## src/wlm_pkg.sv

```systemverilog
// wlm_pkg: constants, register map and command codes of the wlan module command controller
// assumes a 20 MHz ref_clk and a 32-bit axi4-lite register bus with 8-bit byte addresses
package wlm_pkg;
   localparam int CLK_NS   = 50;
   localparam int BOOT_NS  = 10000;
   localparam int BOOT_CYC = (BOOT_NS + CLK_NS - 1) / CLK_NS;

   localparam logic [7:0] ADDR_CMD    = 8'h00;
   localparam logic [7:0] ADDR_ARG    = 8'h04;
   localparam logic [7:0] ADDR_STATUS = 8'h08;
   localparam logic [7:0] ADDR_RES    = 8'h0c;
   localparam logic [7:0] ADDR_RES_HI = 8'h10;
   localparam logic [7:0] ADDR_CONFIG = 8'h14;
   localparam logic [7:0] ADDR_PINS   = 8'h18;
   localparam logic [7:0] ADDR_TEXT   = 8'h20;
   localparam logic [7:0] ADDR_TEXT_E = 8'h3c;

   localparam logic [2:0] BAUD_115200 = 3'h4;
   localparam logic [2:0] BAUD_LAST   = 3'h6;
   localparam logic [1:0] PAR_NONE    = 2'h0;
   localparam logic [1:0] PAR_ODD     = 2'h2;
   localparam logic [3:0] DATA_BITS   = 4'h8;
   localparam logic [4:0] KEY_SHORT   = 5'h0a;
   localparam logic [4:0] KEY_LONG    = 5'h1a;
   localparam logic [1:0] REGION_LAST = 2'h2;
   localparam logic [3:0] CHAN_MAX0   = 4'hb;
   localparam logic [3:0] CHAN_MAX1   = 4'hd;
   localparam logic [3:0] CHAN_MAX2   = 4'he;
   localparam logic [3:0] CHAN_RST    = 4'h1;

   localparam logic [2:0] PM_0 = 3'h0;
   localparam logic [2:0] PM_1 = 3'h1;
   localparam logic [2:0] PM_2 = 3'h2;
   localparam logic [2:0] PM_5 = 3'h5;

   localparam logic [1:0] RESP_OKAY   = 2'h0;
   localparam logic [1:0] RESP_SLVERR = 2'h2;

   typedef enum logic [7:0] {
      OP_SERIAL_SETUP  = 8'h01, OP_PRIVACY      = 8'h02, OP_KEY_LOAD     = 8'h03,
      OP_AUTH_MODE     = 8'h04, OP_SCAN         = 8'h05, OP_AP_JOIN      = 8'h06,
      OP_AP_LEAVE      = 8'h07, OP_NETWORK_TYPE = 8'h08, OP_CHANNEL      = 8'h09,
      OP_HW_IDENTITY   = 8'h0a, OP_POWER_SELECT = 8'h0b, OP_SIGNAL_QUERY = 8'h0c,
      OP_REGION_QUERY  = 8'h0d, OP_REGION_WRITE = 8'h0e, OP_ANALOG_SETUP = 8'h0f,
      OP_PIN_DIR_OUT   = 8'h10, OP_PIN_DIR_IN   = 8'h11, OP_PIN_HIGH     = 8'h12,
      OP_PIN_LOW       = 8'h13, OP_PIN_SAMPLE   = 8'h14, OP_FW_VERSION   = 8'h15
   } wlm_op_e;

   typedef enum logic [3:0] {
      ST_BOOT = 4'b0001,
      ST_IDLE = 4'b0010,
      ST_EXEC = 4'b0100,
      ST_SCAN = 4'b1000
   } wlm_state_e;
endpackage

```

## src/wlm_cmd_ctrl.sv

```systemverilog
// wlm_cmd_ctrl: command interpreter and power-mode controller behind an axi4-lite slave
// assumes radio-side strobes share ref_clk; dsr and gpio pins are asynchronous
//
// Added by the designer: the AXI4-Lite interface to the registers and the register offsets.
`timescale 1ns/1ps
module wlm_cmd_ctrl
   import wlm_pkg::*;
#(
   parameter logic [47:0] MAC_ADDR   = 48'h02_00_00_00_00_01, // arbitrary value
   parameter logic [31:0] FW_VERSION = 32'h0000_0100          // arbitrary value
) (
   input  wire logic          ref_clk,
   input  wire logic          reset,
   input  wire logic [7:0]    s_axi_awaddr,
   input  wire logic          s_axi_awvalid,
   output logic               s_axi_awready,
   input  wire logic [31:0]   s_axi_wdata,
   input  wire logic [3:0]    s_axi_wstrb,
   input  wire logic          s_axi_wvalid,
   output logic               s_axi_wready,
   output logic [1:0]         s_axi_bresp,
   output logic               s_axi_bvalid,
   input  wire logic          s_axi_bready,
   input  wire logic [7:0]    s_axi_araddr,
   input  wire logic          s_axi_arvalid,
   output logic               s_axi_arready,
   output logic [31:0]        s_axi_rdata,
   output logic [1:0]         s_axi_rresp,
   output logic               s_axi_rvalid,
   input  wire logic          s_axi_rready,
   output logic               uart_rts_n,
   input  wire logic          uart_dsr_n,
   output logic [2:0]         baud_sel,
   output logic [1:0]         parity_sel,
   output logic               stop_two,
   output logic               radio_pwr_en,
   output logic               mcu_standby,
   input  wire logic          ap_pkt_rx,
   output logic               wep_en,
   output logic               auth_closed,
   output logic [127:0]       wep_key,
   output logic               key_long,
   output logic [127:0]       ssid,
   output logic               adhoc,
   output logic [3:0]         adhoc_channel,
   output logic               scan_start,
   input  wire logic          scan_done,
   input  wire logic [7:0]    scan_count,
   output logic               join_req,
   output logic               leave_req,
   input  wire logic [7:0]    rssi,
   output logic               adc_init,
   output logic               adc_chan,
   input  wire logic [11:0]   gpio_in,
   output logic [11:0]        gpio_out,
   output logic [11:0]        gpio_oe
);
   wlm_state_e   st_q;
   logic [15:0]  boot_cnt_q;
   logic         aw_have_q, w_have_q, bvalid_q, rvalid_q;
   logic [7:0]   aw_q;
   logic [31:0]  wd_q, rdata_q;
   logic [3:0]   ws_q;
   logic [1:0]   bresp_q, rresp_q;
   logic [7:0]   op_q;
   logic [31:0]  arg_q, res_q, res_hi_q;
   logic [31:0]  text_q [0:7];
   logic         err_q, done_q;
   logic [2:0]   mode_q, baud_q;
   logic [1:0]   par_q, region_q;
   logic         stop_q, wep_q, auth_q, long_q, adhoc_q, assoc_q, adc_chan_q;
   logic [3:0]   chan_q;
   logic         scan_q, join_q, leave_q, adc_q;
   logic [11:0]  dir_q, out_q, gpio_s1_q, gpio_s2_q;
   logic         dsr_s1_q, dsr_s2_q, wake_q, standby_q;

   // write path: address and data are taken independently, answered once both are in
   wire          wr_go   = aw_have_q && w_have_q && !bvalid_q;
   wire [31:0]   wmask   = {{8{ws_q[3]}}, {8{ws_q[2]}}, {8{ws_q[1]}}, {8{ws_q[0]}}};
   wire          wr_text = (aw_q >= ADDR_TEXT) && (aw_q <= ADDR_TEXT_E) && (aw_q[1:0] == 2'h0);
   wire          wr_cmd  = (aw_q == ADDR_CMD);
   wire          wr_arg  = (aw_q == ADDR_ARG);
   wire          cmd_take = wr_go && wr_cmd && (st_q == ST_IDLE);
   wire          wr_ok   = (wr_cmd && (st_q == ST_IDLE)) || wr_arg || wr_text;
   wire [2:0]    text_ix = aw_q[4:2];

   wire          ar_go   = s_axi_arvalid && !rvalid_q;
   wire [7:0]    ra      = s_axi_araddr;
   wire          rd_text = (ra >= ADDR_TEXT) && (ra <= ADDR_TEXT_E) && (ra[1:0] == 2'h0);
   wire          rd_map  = (ra == ADDR_CMD) || (ra == ADDR_ARG) || (ra == ADDR_STATUS) ||
                           (ra == ADDR_RES) || (ra == ADDR_RES_HI) || (ra == ADDR_CONFIG) ||
                           (ra == ADDR_PINS) || rd_text;
   wire [31:0]   status_w = {16'h0, 5'h0, mode_q, 2'h0, standby_q, assoc_q,
                             !uart_rts_n, err_q, done_q, (st_q != ST_IDLE)};
   wire [31:0]   config_w = {12'h0, region_q, chan_q, adhoc_q, long_q, auth_q, wep_q,
                             stop_q, par_q, baud_q, DATA_BITS};
   wire [31:0]   rd_w = (ra == ADDR_CMD)    ? {24'h0, op_q} :
                        (ra == ADDR_ARG)    ? arg_q :
                        (ra == ADDR_STATUS) ? status_w :
                        (ra == ADDR_RES)    ? res_q :
                        (ra == ADDR_RES_HI) ? res_hi_q :
                        (ra == ADDR_CONFIG) ? config_w :
                        (ra == ADDR_PINS)   ? {4'h0, out_q, 4'h0, dir_q} :
                        rd_text             ? text_q[ra[4:2]] : 32'h0;

   // command checking
   wire [3:0]    chan_max = (region_q == 2'h0) ? CHAN_MAX0 :
                            (region_q == 2'h1) ? CHAN_MAX1 : CHAN_MAX2;
   wire [3:0]    rmax_new = (arg_q[1:0] == 2'h0) ? CHAN_MAX0 :
                            (arg_q[1:0] == 2'h1) ? CHAN_MAX1 : CHAN_MAX2;
   wire [11:0]   pmask    = arg_q[11:0];
   wire          m5_allow = (op_q == OP_SERIAL_SETUP) || (op_q == OP_POWER_SELECT) ||
                            (op_q == OP_HW_IDENTITY) || (op_q == OP_FW_VERSION);
   wire          pm_valid = (arg_q[2:0] == PM_0) || (arg_q[2:0] == PM_1) ||
                            (arg_q[2:0] == PM_2) || (arg_q[2:0] == PM_5);
   logic         arg_ok;
   always_comb begin
      case (op_q)
         OP_SERIAL_SETUP: arg_ok = (arg_q[2:0] <= BAUD_LAST) && (arg_q[7:4] == DATA_BITS) &&
                                   (arg_q[9:8] <= PAR_ODD);
         OP_KEY_LOAD:     arg_ok = (arg_q[4:0] == KEY_SHORT) || (arg_q[4:0] == KEY_LONG);
         OP_NETWORK_TYPE: arg_ok = !(arg_q[0] && (mode_q == PM_1));
         OP_CHANNEL:      arg_ok = (arg_q[3:0] != 4'h0) && (arg_q[3:0] <= chan_max);
         OP_POWER_SELECT: arg_ok = pm_valid && !(adhoc_q && (arg_q[2:0] == PM_1));
         OP_SIGNAL_QUERY: arg_ok = assoc_q;
         OP_REGION_WRITE: arg_ok = (arg_q[1:0] <= REGION_LAST) && (chan_q <= rmax_new);
         OP_ANALOG_SETUP: arg_ok = (arg_q[31:1] == 31'h0);
         OP_PRIVACY, OP_AUTH_MODE, OP_SCAN, OP_AP_JOIN, OP_AP_LEAVE, OP_HW_IDENTITY,
         OP_REGION_QUERY, OP_PIN_DIR_OUT, OP_PIN_DIR_IN, OP_PIN_HIGH, OP_PIN_LOW,
         OP_PIN_SAMPLE, OP_FW_VERSION: arg_ok = 1'b1;
         default:         arg_ok = 1'b0;
      endcase
   end
   // a command is refused while in mode 5 unless whitelisted, or while standing by
   wire          cmd_ok = arg_ok && ((mode_q != PM_5) || m5_allow) && !standby_q;
   wire          exec_ok = (st_q == ST_EXEC) && cmd_ok;
   wire          is_op_arg = exec_ok && (op_q == OP_SERIAL_SETUP);

   // gpio and dsr pins from outside pass two flops before use
   always_ff @(posedge ref_clk) begin
      gpio_s1_q <= gpio_in;
      gpio_s2_q <= gpio_s1_q;
      dsr_s1_q  <= uart_dsr_n;
      dsr_s2_q  <= dsr_s1_q;
   end

   // bus slave
   always_ff @(posedge ref_clk) begin
      if (reset) begin
         aw_have_q <= 1'b0;
         w_have_q  <= 1'b0;
         bvalid_q  <= 1'b0;
         rvalid_q  <= 1'b0;
         aw_q      <= 8'h0;
         wd_q      <= 32'h0;
         ws_q      <= 4'h0;
         bresp_q   <= RESP_OKAY;
         rresp_q   <= RESP_OKAY;
         rdata_q   <= 32'h0;
      end else begin
         if (s_axi_awvalid && !aw_have_q) begin
            aw_have_q <= 1'b1;
            aw_q      <= s_axi_awaddr;
         end
         if (s_axi_wvalid && !w_have_q) begin
            w_have_q <= 1'b1;
            wd_q     <= s_axi_wdata;
            ws_q     <= s_axi_wstrb;
         end
         if (wr_go) begin
            aw_have_q <= 1'b0;
            w_have_q  <= 1'b0;
            bvalid_q  <= 1'b1;
            bresp_q   <= wr_ok ? RESP_OKAY : RESP_SLVERR;
         end else if (s_axi_bready) begin
            bvalid_q <= 1'b0;
         end
         if (ar_go) begin
            rvalid_q <= 1'b1;
            rdata_q  <= rd_w;
            rresp_q  <= rd_map ? RESP_OKAY : RESP_SLVERR;
         end else if (s_axi_rready) begin
            rvalid_q <= 1'b0;
         end
      end
   end

   // key and network-name words, honouring byte strobes
   genvar gi;
   generate
      for (gi = 0; gi < 8; gi++) begin : g_text
         always_ff @(posedge ref_clk) begin
            if (reset) begin
               text_q[gi] <= 32'h0;
            end else if (wr_go && wr_text && (text_ix == gi)) begin
               text_q[gi] <= (text_q[gi] & ~wmask) | (wd_q & wmask);
            end
         end
      end
   endgenerate

   // sequencer
   always_ff @(posedge ref_clk) begin
      if (reset) begin
         st_q       <= ST_BOOT;
         boot_cnt_q <= 16'h0;
         op_q       <= 8'h0;
         arg_q      <= 32'h0;
         err_q      <= 1'b0;
         done_q     <= 1'b0;
         res_q      <= 32'h0;
         res_hi_q   <= 32'h0;
      end else begin
         if (wr_go && wr_arg) begin
            arg_q <= (arg_q & ~wmask) | (wd_q & wmask);
         end
         case (st_q)
            ST_BOOT: begin
               boot_cnt_q <= boot_cnt_q + 16'h1;
               if (boot_cnt_q == 16'(BOOT_CYC - 1)) begin
                  st_q <= ST_IDLE;
               end
            end
            ST_IDLE: begin
               if (cmd_take) begin
                  op_q   <= wd_q[7:0];
                  done_q <= 1'b0;
                  st_q   <= ST_EXEC;
               end
            end
            ST_EXEC: begin
               err_q <= !cmd_ok;
               if (exec_ok && (op_q == OP_SCAN)) begin
                  st_q <= ST_SCAN;
               end else begin
                  done_q <= 1'b1;
                  st_q   <= ST_IDLE;
               end
               if (exec_ok) begin
                  case (op_q)
                     OP_HW_IDENTITY: begin
                        res_q    <= MAC_ADDR[31:0];
                        res_hi_q <= {16'h0, MAC_ADDR[47:32]};
                     end
                     OP_SIGNAL_QUERY: res_q <= {24'h0, rssi};
                     OP_REGION_QUERY: res_q <= {30'h0, region_q};
                     OP_PIN_SAMPLE:   res_q <= {20'h0, gpio_s2_q & ~dir_q & pmask};
                     OP_FW_VERSION:   res_q <= FW_VERSION;
                     default:         res_q <= res_q;
                  endcase
               end
            end
            ST_SCAN: begin
               if (scan_done) begin
                  res_q  <= {24'h0, scan_count};
                  done_q <= 1'b1;
                  st_q   <= ST_IDLE;
               end
            end
            default: st_q <= ST_IDLE;
         endcase
      end
   end

   // configuration and mode state
   always_ff @(posedge ref_clk) begin
      if (reset) begin
         mode_q   <= PM_5;
         baud_q   <= BAUD_115200;
         par_q    <= PAR_NONE;
         stop_q   <= 1'b0;
         wep_q    <= 1'b0;
         auth_q   <= 1'b0;
         long_q   <= 1'b0;
         adhoc_q  <= 1'b0;
         assoc_q  <= 1'b0;
         chan_q   <= CHAN_RST;
         region_q <= 2'h0;
         dir_q    <= 12'h0;
         out_q    <= 12'h0;
         adc_chan_q <= 1'b0;
      end else if (exec_ok) begin
         case (op_q)
            OP_SERIAL_SETUP: begin
               baud_q <= arg_q[2:0];
               par_q  <= arg_q[9:8];
               stop_q <= arg_q[12];
            end
            OP_PRIVACY:      wep_q    <= arg_q[0];
            OP_KEY_LOAD:     long_q   <= (arg_q[4:0] == KEY_LONG);
            OP_AUTH_MODE:    auth_q   <= arg_q[0];
            OP_AP_JOIN:      assoc_q  <= 1'b1;
            OP_AP_LEAVE:     assoc_q  <= 1'b0;
            OP_NETWORK_TYPE: adhoc_q  <= arg_q[0];
            OP_CHANNEL:      chan_q   <= arg_q[3:0];
            OP_POWER_SELECT: mode_q   <= arg_q[2:0];
            OP_REGION_WRITE: region_q <= arg_q[1:0];
            OP_ANALOG_SETUP: adc_chan_q <= arg_q[0];
            OP_PIN_DIR_OUT:  dir_q    <= dir_q | pmask;
            OP_PIN_DIR_IN:   dir_q    <= dir_q & ~pmask;
            OP_PIN_HIGH:     out_q    <= out_q | (pmask & dir_q);
            OP_PIN_LOW:      out_q    <= out_q & ~(pmask & dir_q);
            default:         mode_q   <= mode_q;
         endcase
      end
   end

   // one-cycle strobes to radio and converter; mode 2 standby tracking
   always_ff @(posedge ref_clk) begin
      if (reset) begin
         scan_q    <= 1'b0;
         join_q    <= 1'b0;
         leave_q   <= 1'b0;
         adc_q     <= 1'b0;
         wake_q    <= 1'b0;
         standby_q <= 1'b0;
      end else begin
         scan_q  <= exec_ok && (op_q == OP_SCAN);
         join_q  <= exec_ok && (op_q == OP_AP_JOIN);
         leave_q <= exec_ok && (op_q == OP_AP_LEAVE);
         adc_q   <= exec_ok && (op_q == OP_ANALOG_SETUP);
         // a packet wakes until dsr is next asserted, so the host regains control first
         if (!dsr_s2_q) begin
            wake_q <= 1'b0;
         end else if (ap_pkt_rx) begin
            wake_q <= 1'b1;
         end
         standby_q <= (mode_q == PM_2) && dsr_s2_q && !ap_pkt_rx && !wake_q &&
                      (st_q == ST_IDLE);
      end
   end

   assign s_axi_awready = !aw_have_q;
   assign s_axi_wready  = !w_have_q;
   assign s_axi_bvalid  = bvalid_q;
   assign s_axi_bresp   = bresp_q;
   assign s_axi_arready = !rvalid_q;
   assign s_axi_rvalid  = rvalid_q;
   assign s_axi_rdata   = rdata_q;
   assign s_axi_rresp   = rresp_q;
   assign uart_rts_n    = (st_q == ST_BOOT);
   assign baud_sel      = baud_q;
   assign parity_sel    = par_q;
   assign stop_two      = stop_q;
   assign radio_pwr_en  = (mode_q != PM_5);
   assign mcu_standby   = standby_q;
   assign wep_en        = wep_q;
   assign auth_closed   = auth_q;
   assign key_long      = long_q;
   assign wep_key       = {text_q[3], text_q[2], text_q[1], text_q[0]};
   assign ssid          = {text_q[7], text_q[6], text_q[5], text_q[4]};
   assign adhoc         = adhoc_q;
   assign adhoc_channel = chan_q;
   assign scan_start    = scan_q;
   assign join_req      = join_q;
   assign leave_req     = leave_q;
   assign adc_init      = adc_q;
   assign adc_chan      = adc_chan_q;
   assign gpio_out      = out_q;
   assign gpio_oe       = dir_q;

   a_rts_boot: assert property (@(posedge ref_clk) disable iff (reset)
      (boot_cnt_q < 16'(BOOT_CYC - 1)) |-> uart_rts_n) else $error("rts asserted early");
   a_start_mode: assert property (@(posedge ref_clk)
      $fell(reset) |-> (mode_q == PM_5) && !radio_pwr_en && (baud_sel == BAUD_115200))
      else $error("bad start-up state");
   a_mode5_gate: assert property (@(posedge ref_clk) disable iff (reset)
      (st_q == ST_EXEC) && (mode_q == PM_5) && !m5_allow |=> err_q && $stable(mode_q))
      else $error("command run in mode 5");
   a_pm_values: assert property (@(posedge ref_clk) disable iff (reset)
      (st_q == ST_EXEC) && (op_q == OP_POWER_SELECT) && !pm_valid |=> err_q && $stable(mode_q))
      else $error("bad power mode taken");
   a_adhoc_no_m1: assert property (@(posedge ref_clk) disable iff (reset)
      !(adhoc_q && (mode_q == PM_1))) else $error("mode 1 while ad-hoc");
   a_chan_range: assert property (@(posedge ref_clk) disable iff (reset)
      (chan_q != 4'h0) && (chan_q <= chan_max)) else $error("channel out of region");
   a_key_len: assert property (@(posedge ref_clk) disable iff (reset)
      (st_q == ST_EXEC) && (op_q == OP_KEY_LOAD) && (arg_q[4:0] != KEY_SHORT) &&
      (arg_q[4:0] != KEY_LONG) |=> err_q && done_q) else $error("bad key length taken");
   a_drive_high: assert property (@(posedge ref_clk) disable iff (reset)
      exec_ok && (op_q == OP_PIN_HIGH) |=> ((gpio_out & $past(pmask & dir_q)) ==
      $past(pmask & dir_q))) else $error("pins not driven high");
   a_standby_m2: assert property (@(posedge ref_clk) disable iff (reset)
      $rose(mcu_standby) |-> (mode_q == PM_2) && $past(dsr_s2_q))
      else $error("standby outside mode 2");
   a_serial_8n: assert property (@(posedge ref_clk) disable iff (reset)
      is_op_arg |=> (baud_sel == $past(arg_q[2:0])) && (parity_sel != 2'h3))
      else $error("serial setup not applied");
endmodule

```

## config.mk

```make
export PLATFORM = sky130hd
export DESIGN_NAME = wlm_cmd_ctrl
export DESIGN_NICKNAME = d
export VERILOG_FILES = /design/src/wlm_pkg.sv /design/src/wlm_cmd_ctrl.sv
export SDC_FILE = /design/constraint.sdc
export NUM_CORES = 1
export LEC_CHECK = 0
export BUFFER_PORTS_ARGS = -buffer_cell sky130_fd_sc_hd__buf_2
export CORE_MARGIN = 5
export CORE_UTILIZATION = 40
export DETAILED_ROUTE_END_ITERATION = 12
export PLACE_DENSITY = 0.61
export SLEW_MARGIN = 30
export SYNTH_ARGS = -nofsm -noshare
export SYNTH_HDL_FRONTEND = slang
export SYNTH_SLANG_ARGS = --single-unit
```

## constraint.sdc

```tcl
create_clock -name ref_clk -period 5.6 [get_ports ref_clk]
set_input_delay 0 -clock ref_clk [delete_from_list [all_inputs] [get_ports ref_clk]]
set_output_delay 0 -clock ref_clk [all_outputs]
set_load 0.02 [all_outputs]
```

==> summary.md <==
| Metric | Value |
|---|---|
| Via count | `20.8k` |
| Minimum clock period | `4110 ps` |
| Ys Warns | `0` |
| Status | `completed` |
| Root buf cell | `clkbuf_16` |
| Antenna viol nets, final | `0` |
| Leak | `11.2 nW` |
| Synth top area cells | `edfxtp_1, dfxtp_1, a21oi_1` |
| Die area | `62,800 um2` |
| Largest family of logic cells by synthesized area | `simple AND/OR/NAND/NOR gates` |
| Die Wd | `251 um` |
| CP startpoint kind | `flip-flop` |
| Final Non-Filler Cells | `3,533` |
| Sequential cell area | `12,400 um2` |
| Final Cycle Share | `73.3%` |
| Final #Nets | `2,819` |
| GRT overflow | `0` |
| Via/cell ratio | `5.88` |
| Vias in the first global route | `20.3k` |
| Cts bufs inserted | `56` |
| Simple-Gate Fraction of Synth Area | `18.4%` |
| Pre-antenna DRT Iters | `6` |
| H-tree depth | `2` |
| Worst hold margin | `33.2 ps` |
| # diodes | `0` |
| CTS-repair resized insts | `0` |
| Met1 usage | `38.5%` |
| Adder-cell area share of the yosys netlist | `0.378%` |
| DRC | `0` |
| Biggest area consumer among synthesized cells | `edfxtp_1` |
| Top cell type's share of synthesized area | `33.2%` |
| Hold/Removal Path Class | `input port to flip-flop` |
| Rows | `88` |
| All-layer global routing usage | `28.3%` |
| Setup Viol. Count Final | `0` |
| Final worst slack | `1490 ps` |
| GP Congestion | `0.953` |
| CTS Hold Bufs | `143` |
| Worst hold start | `gpio_in[7]` |
| Reg2reg path depth | `10` |
| Clk Latency, worst-skew pair | `620 ps` |
| Setup CP Type | `flip-flop to flip-flop` |
| Pin count of the biggest net entering global routing | `83` |
| Max_cap viols | `0` |
| Fmax | `0.244 GHz` |
| Share of layout cells above drive strength 1 | `24.1%` |
| Mapped Area | `23,200 um2` |
| Top FF cell, synth | `edfxtp_1` |
| Placement Setup Slack | `1930 ps` |
| Setup crit end kind | `flip-flop` |
| Post-synthesis cell count | `2,235` |
| CTS Buffer Depth | `3` |
| CTS tree | `built` |
| Most numerous cell in the Yosys netlist | `a21oi_1` |
| Slew at the pin closest to its max-slew limit | `968 ps` |
| Slew margin rel. | `35.3%` |
| Fraction of registers with async set/reset | `0%` |
| Port buffer count | `430` |
| Count of boundary I/O pins | `433` |
| GR Util met2 | `44.8%` |
| Number of setup buffers added after CTS | `0` |
| P&R area growth vs syn | `26.2%` |
| Die height | `251 um` |
| Antenna violations before repair | `2` |
| WP data required | `6070 ps` |
| Yosys reg bits | `490` |
| WP data arrival | `4580 ps` |
| Clock slew at reported path FFs | `60 ps` |
| Post-synthesis compound-gate area fraction | `15.0%` |
| Core Region | `57,600 um2` |
| RSZ-0062 raised after global routing | `false` |
| Final HPWL DP | `63,500 um` |
| Hold EP | `gpio_s1_q[7]` |
| Post-synth EDFFs | `256` |
| Busiest grt layer | `met2` |
| Power density over the cells | `290 nW/um2` |
| Crit Path Max Fanout | `24` |
| Slew Limit Fails | `0` |
| GRT met3 Usage | `6.92%` |
| Avg WL per Cell | `26.5 um` |
| FF-to-FF setup slack | `1490 ps` |
| Sequential fraction of the synthesis area | `53.4%` |
| 1st-iter DRT viols | `2,388` |
| Synthesized area per cell | `10.4 um2` |
| Post-Synth XOR/XNOR Area | `0.378%` |
| Initial core utilization | `40.2%` |
| Post-synth top cells | `a21oi_1, nand2b_1, edfxtp_1` |
| First-pass GRT wire length | `137,000 um` |
| WL final | `93,800 um` |
| Setup TNS | `0 ps` |
| Mux share of post-synthesis cell area | `9.04%` |
| Reg2reg end | `res_q[0]` |
| Multi-input logic area | `10,100 um2` |
| Final Hold Fails | `0` |
| # fillers | `5,255` |
| Clk_skew | `22.8 ps` |
| Clock Sinks | `490` |
| Placed Cells | `3,286` |
| Distinct cells, synth | `71` |
| Peak VDD IR | `0.000248 V` |
| Hold depth | `2` |
worst max path at each step:
stage                       startpoint      endpoint  slack (ps)  cells after the start
final                        flip-flop      res_q[0]        1490                     10
after global routing         flip-flop      res_q[0]        1200                     10
after CTS                      op_q[4]      res_q[0]        1470                      8
after detailed placement       op_q[4]      res_q[4]        1930                      7
after global placement         op_q[4]      res_q[7]        2060                      7
after floorplan           s_axi_bvalid  text_q[0][0]        1640                      5
kinds of logic after synthesis:
kind of cell	after synthesis
mux	128
buf+inv	204
simple gates	810
flops	490
compound gates	585
other cells	1
xor+xnor	10
fa+ha+maj	7
routing by layer:
metal,vias up,part of all wire (%)
met4,2,3.6
li1,9219,-
met1,10300,41
met2,1129,46
met5,-,0.014
met3,181,9.9
final cells by class:
cell class	instances	area share [%]
Inverter	24	0.308
Tap cell	765	3.27
Multi-Input combinational cell	1542	34.7
Clock buffer	74	5.23
Clock inverter	30	0.971
Timing Repair Buffer	608	13.2
Sequential cell	490	42.3
report_power, final:
group,switching (mW),leakage (nW),total (mW),internal (mW)
Clock,1.55,0.891,3.65,2.10
Sequential,0.112,4.55,4.00,3.88
Combinational,0.505,5.77,0.823,0.317
Total,2.16,11.2,8.47,6.30
cells in the final DEF (no fill, tap or decap), drive strengths merged, types with 8 or more instances in the layout:
cell	instances
nor2b	17
and3	21
mux4	64
inv	24
nand3	59
nor4	28
o41ai	10
a22oi	12
clkinv	24
edfxtp	256
a31oi	20
o22ai	8
nor4b	8
a211oi	16
buf	465
dlygate4sd3	143
a221oi	18
a21oi	367
xor2	8
o21ai	57
nand2b	267
clkbuf	74
a311oi	15
nor2	116
nand4b	10
or3	8
nand4	18
mux2i	54
mux2	10
dfxtp	234
o31ai	11
nand2	218
nor3	17
worst max-delay path, cell delays in order (launching register included):
cell           delay, ps
dfxtp_1              870
inv_1                160
ha_1                 320
and3_1               160
nor4b_1              310
a211oi_1             150
a2111oi_2            630
a31oi_4              420
o2111ai_1            300
dlygate4sd3_1        580
o41ai_1               60
per-stage QoR:
| stage | power (mW) | cell area, um2 | utilization [%] |
|---|---|---|---|
| 2_1_floorplan | 4.48 | 23200 | - |
| 3_3_place_gp | 4.80 | 26000 | 45.1 |
| 3_5_place_dp | 4.80 | 26000 | 45.1 |
| 4_1_cts | 8.51 | 29200 | 50.7 |
| 5_1_grt | 8.72 | 29200 | 50.8 |
| 6_report | 8.47 | 29200 | 50.8 |
No activity file was read; power rests on OpenSTA's default activity.
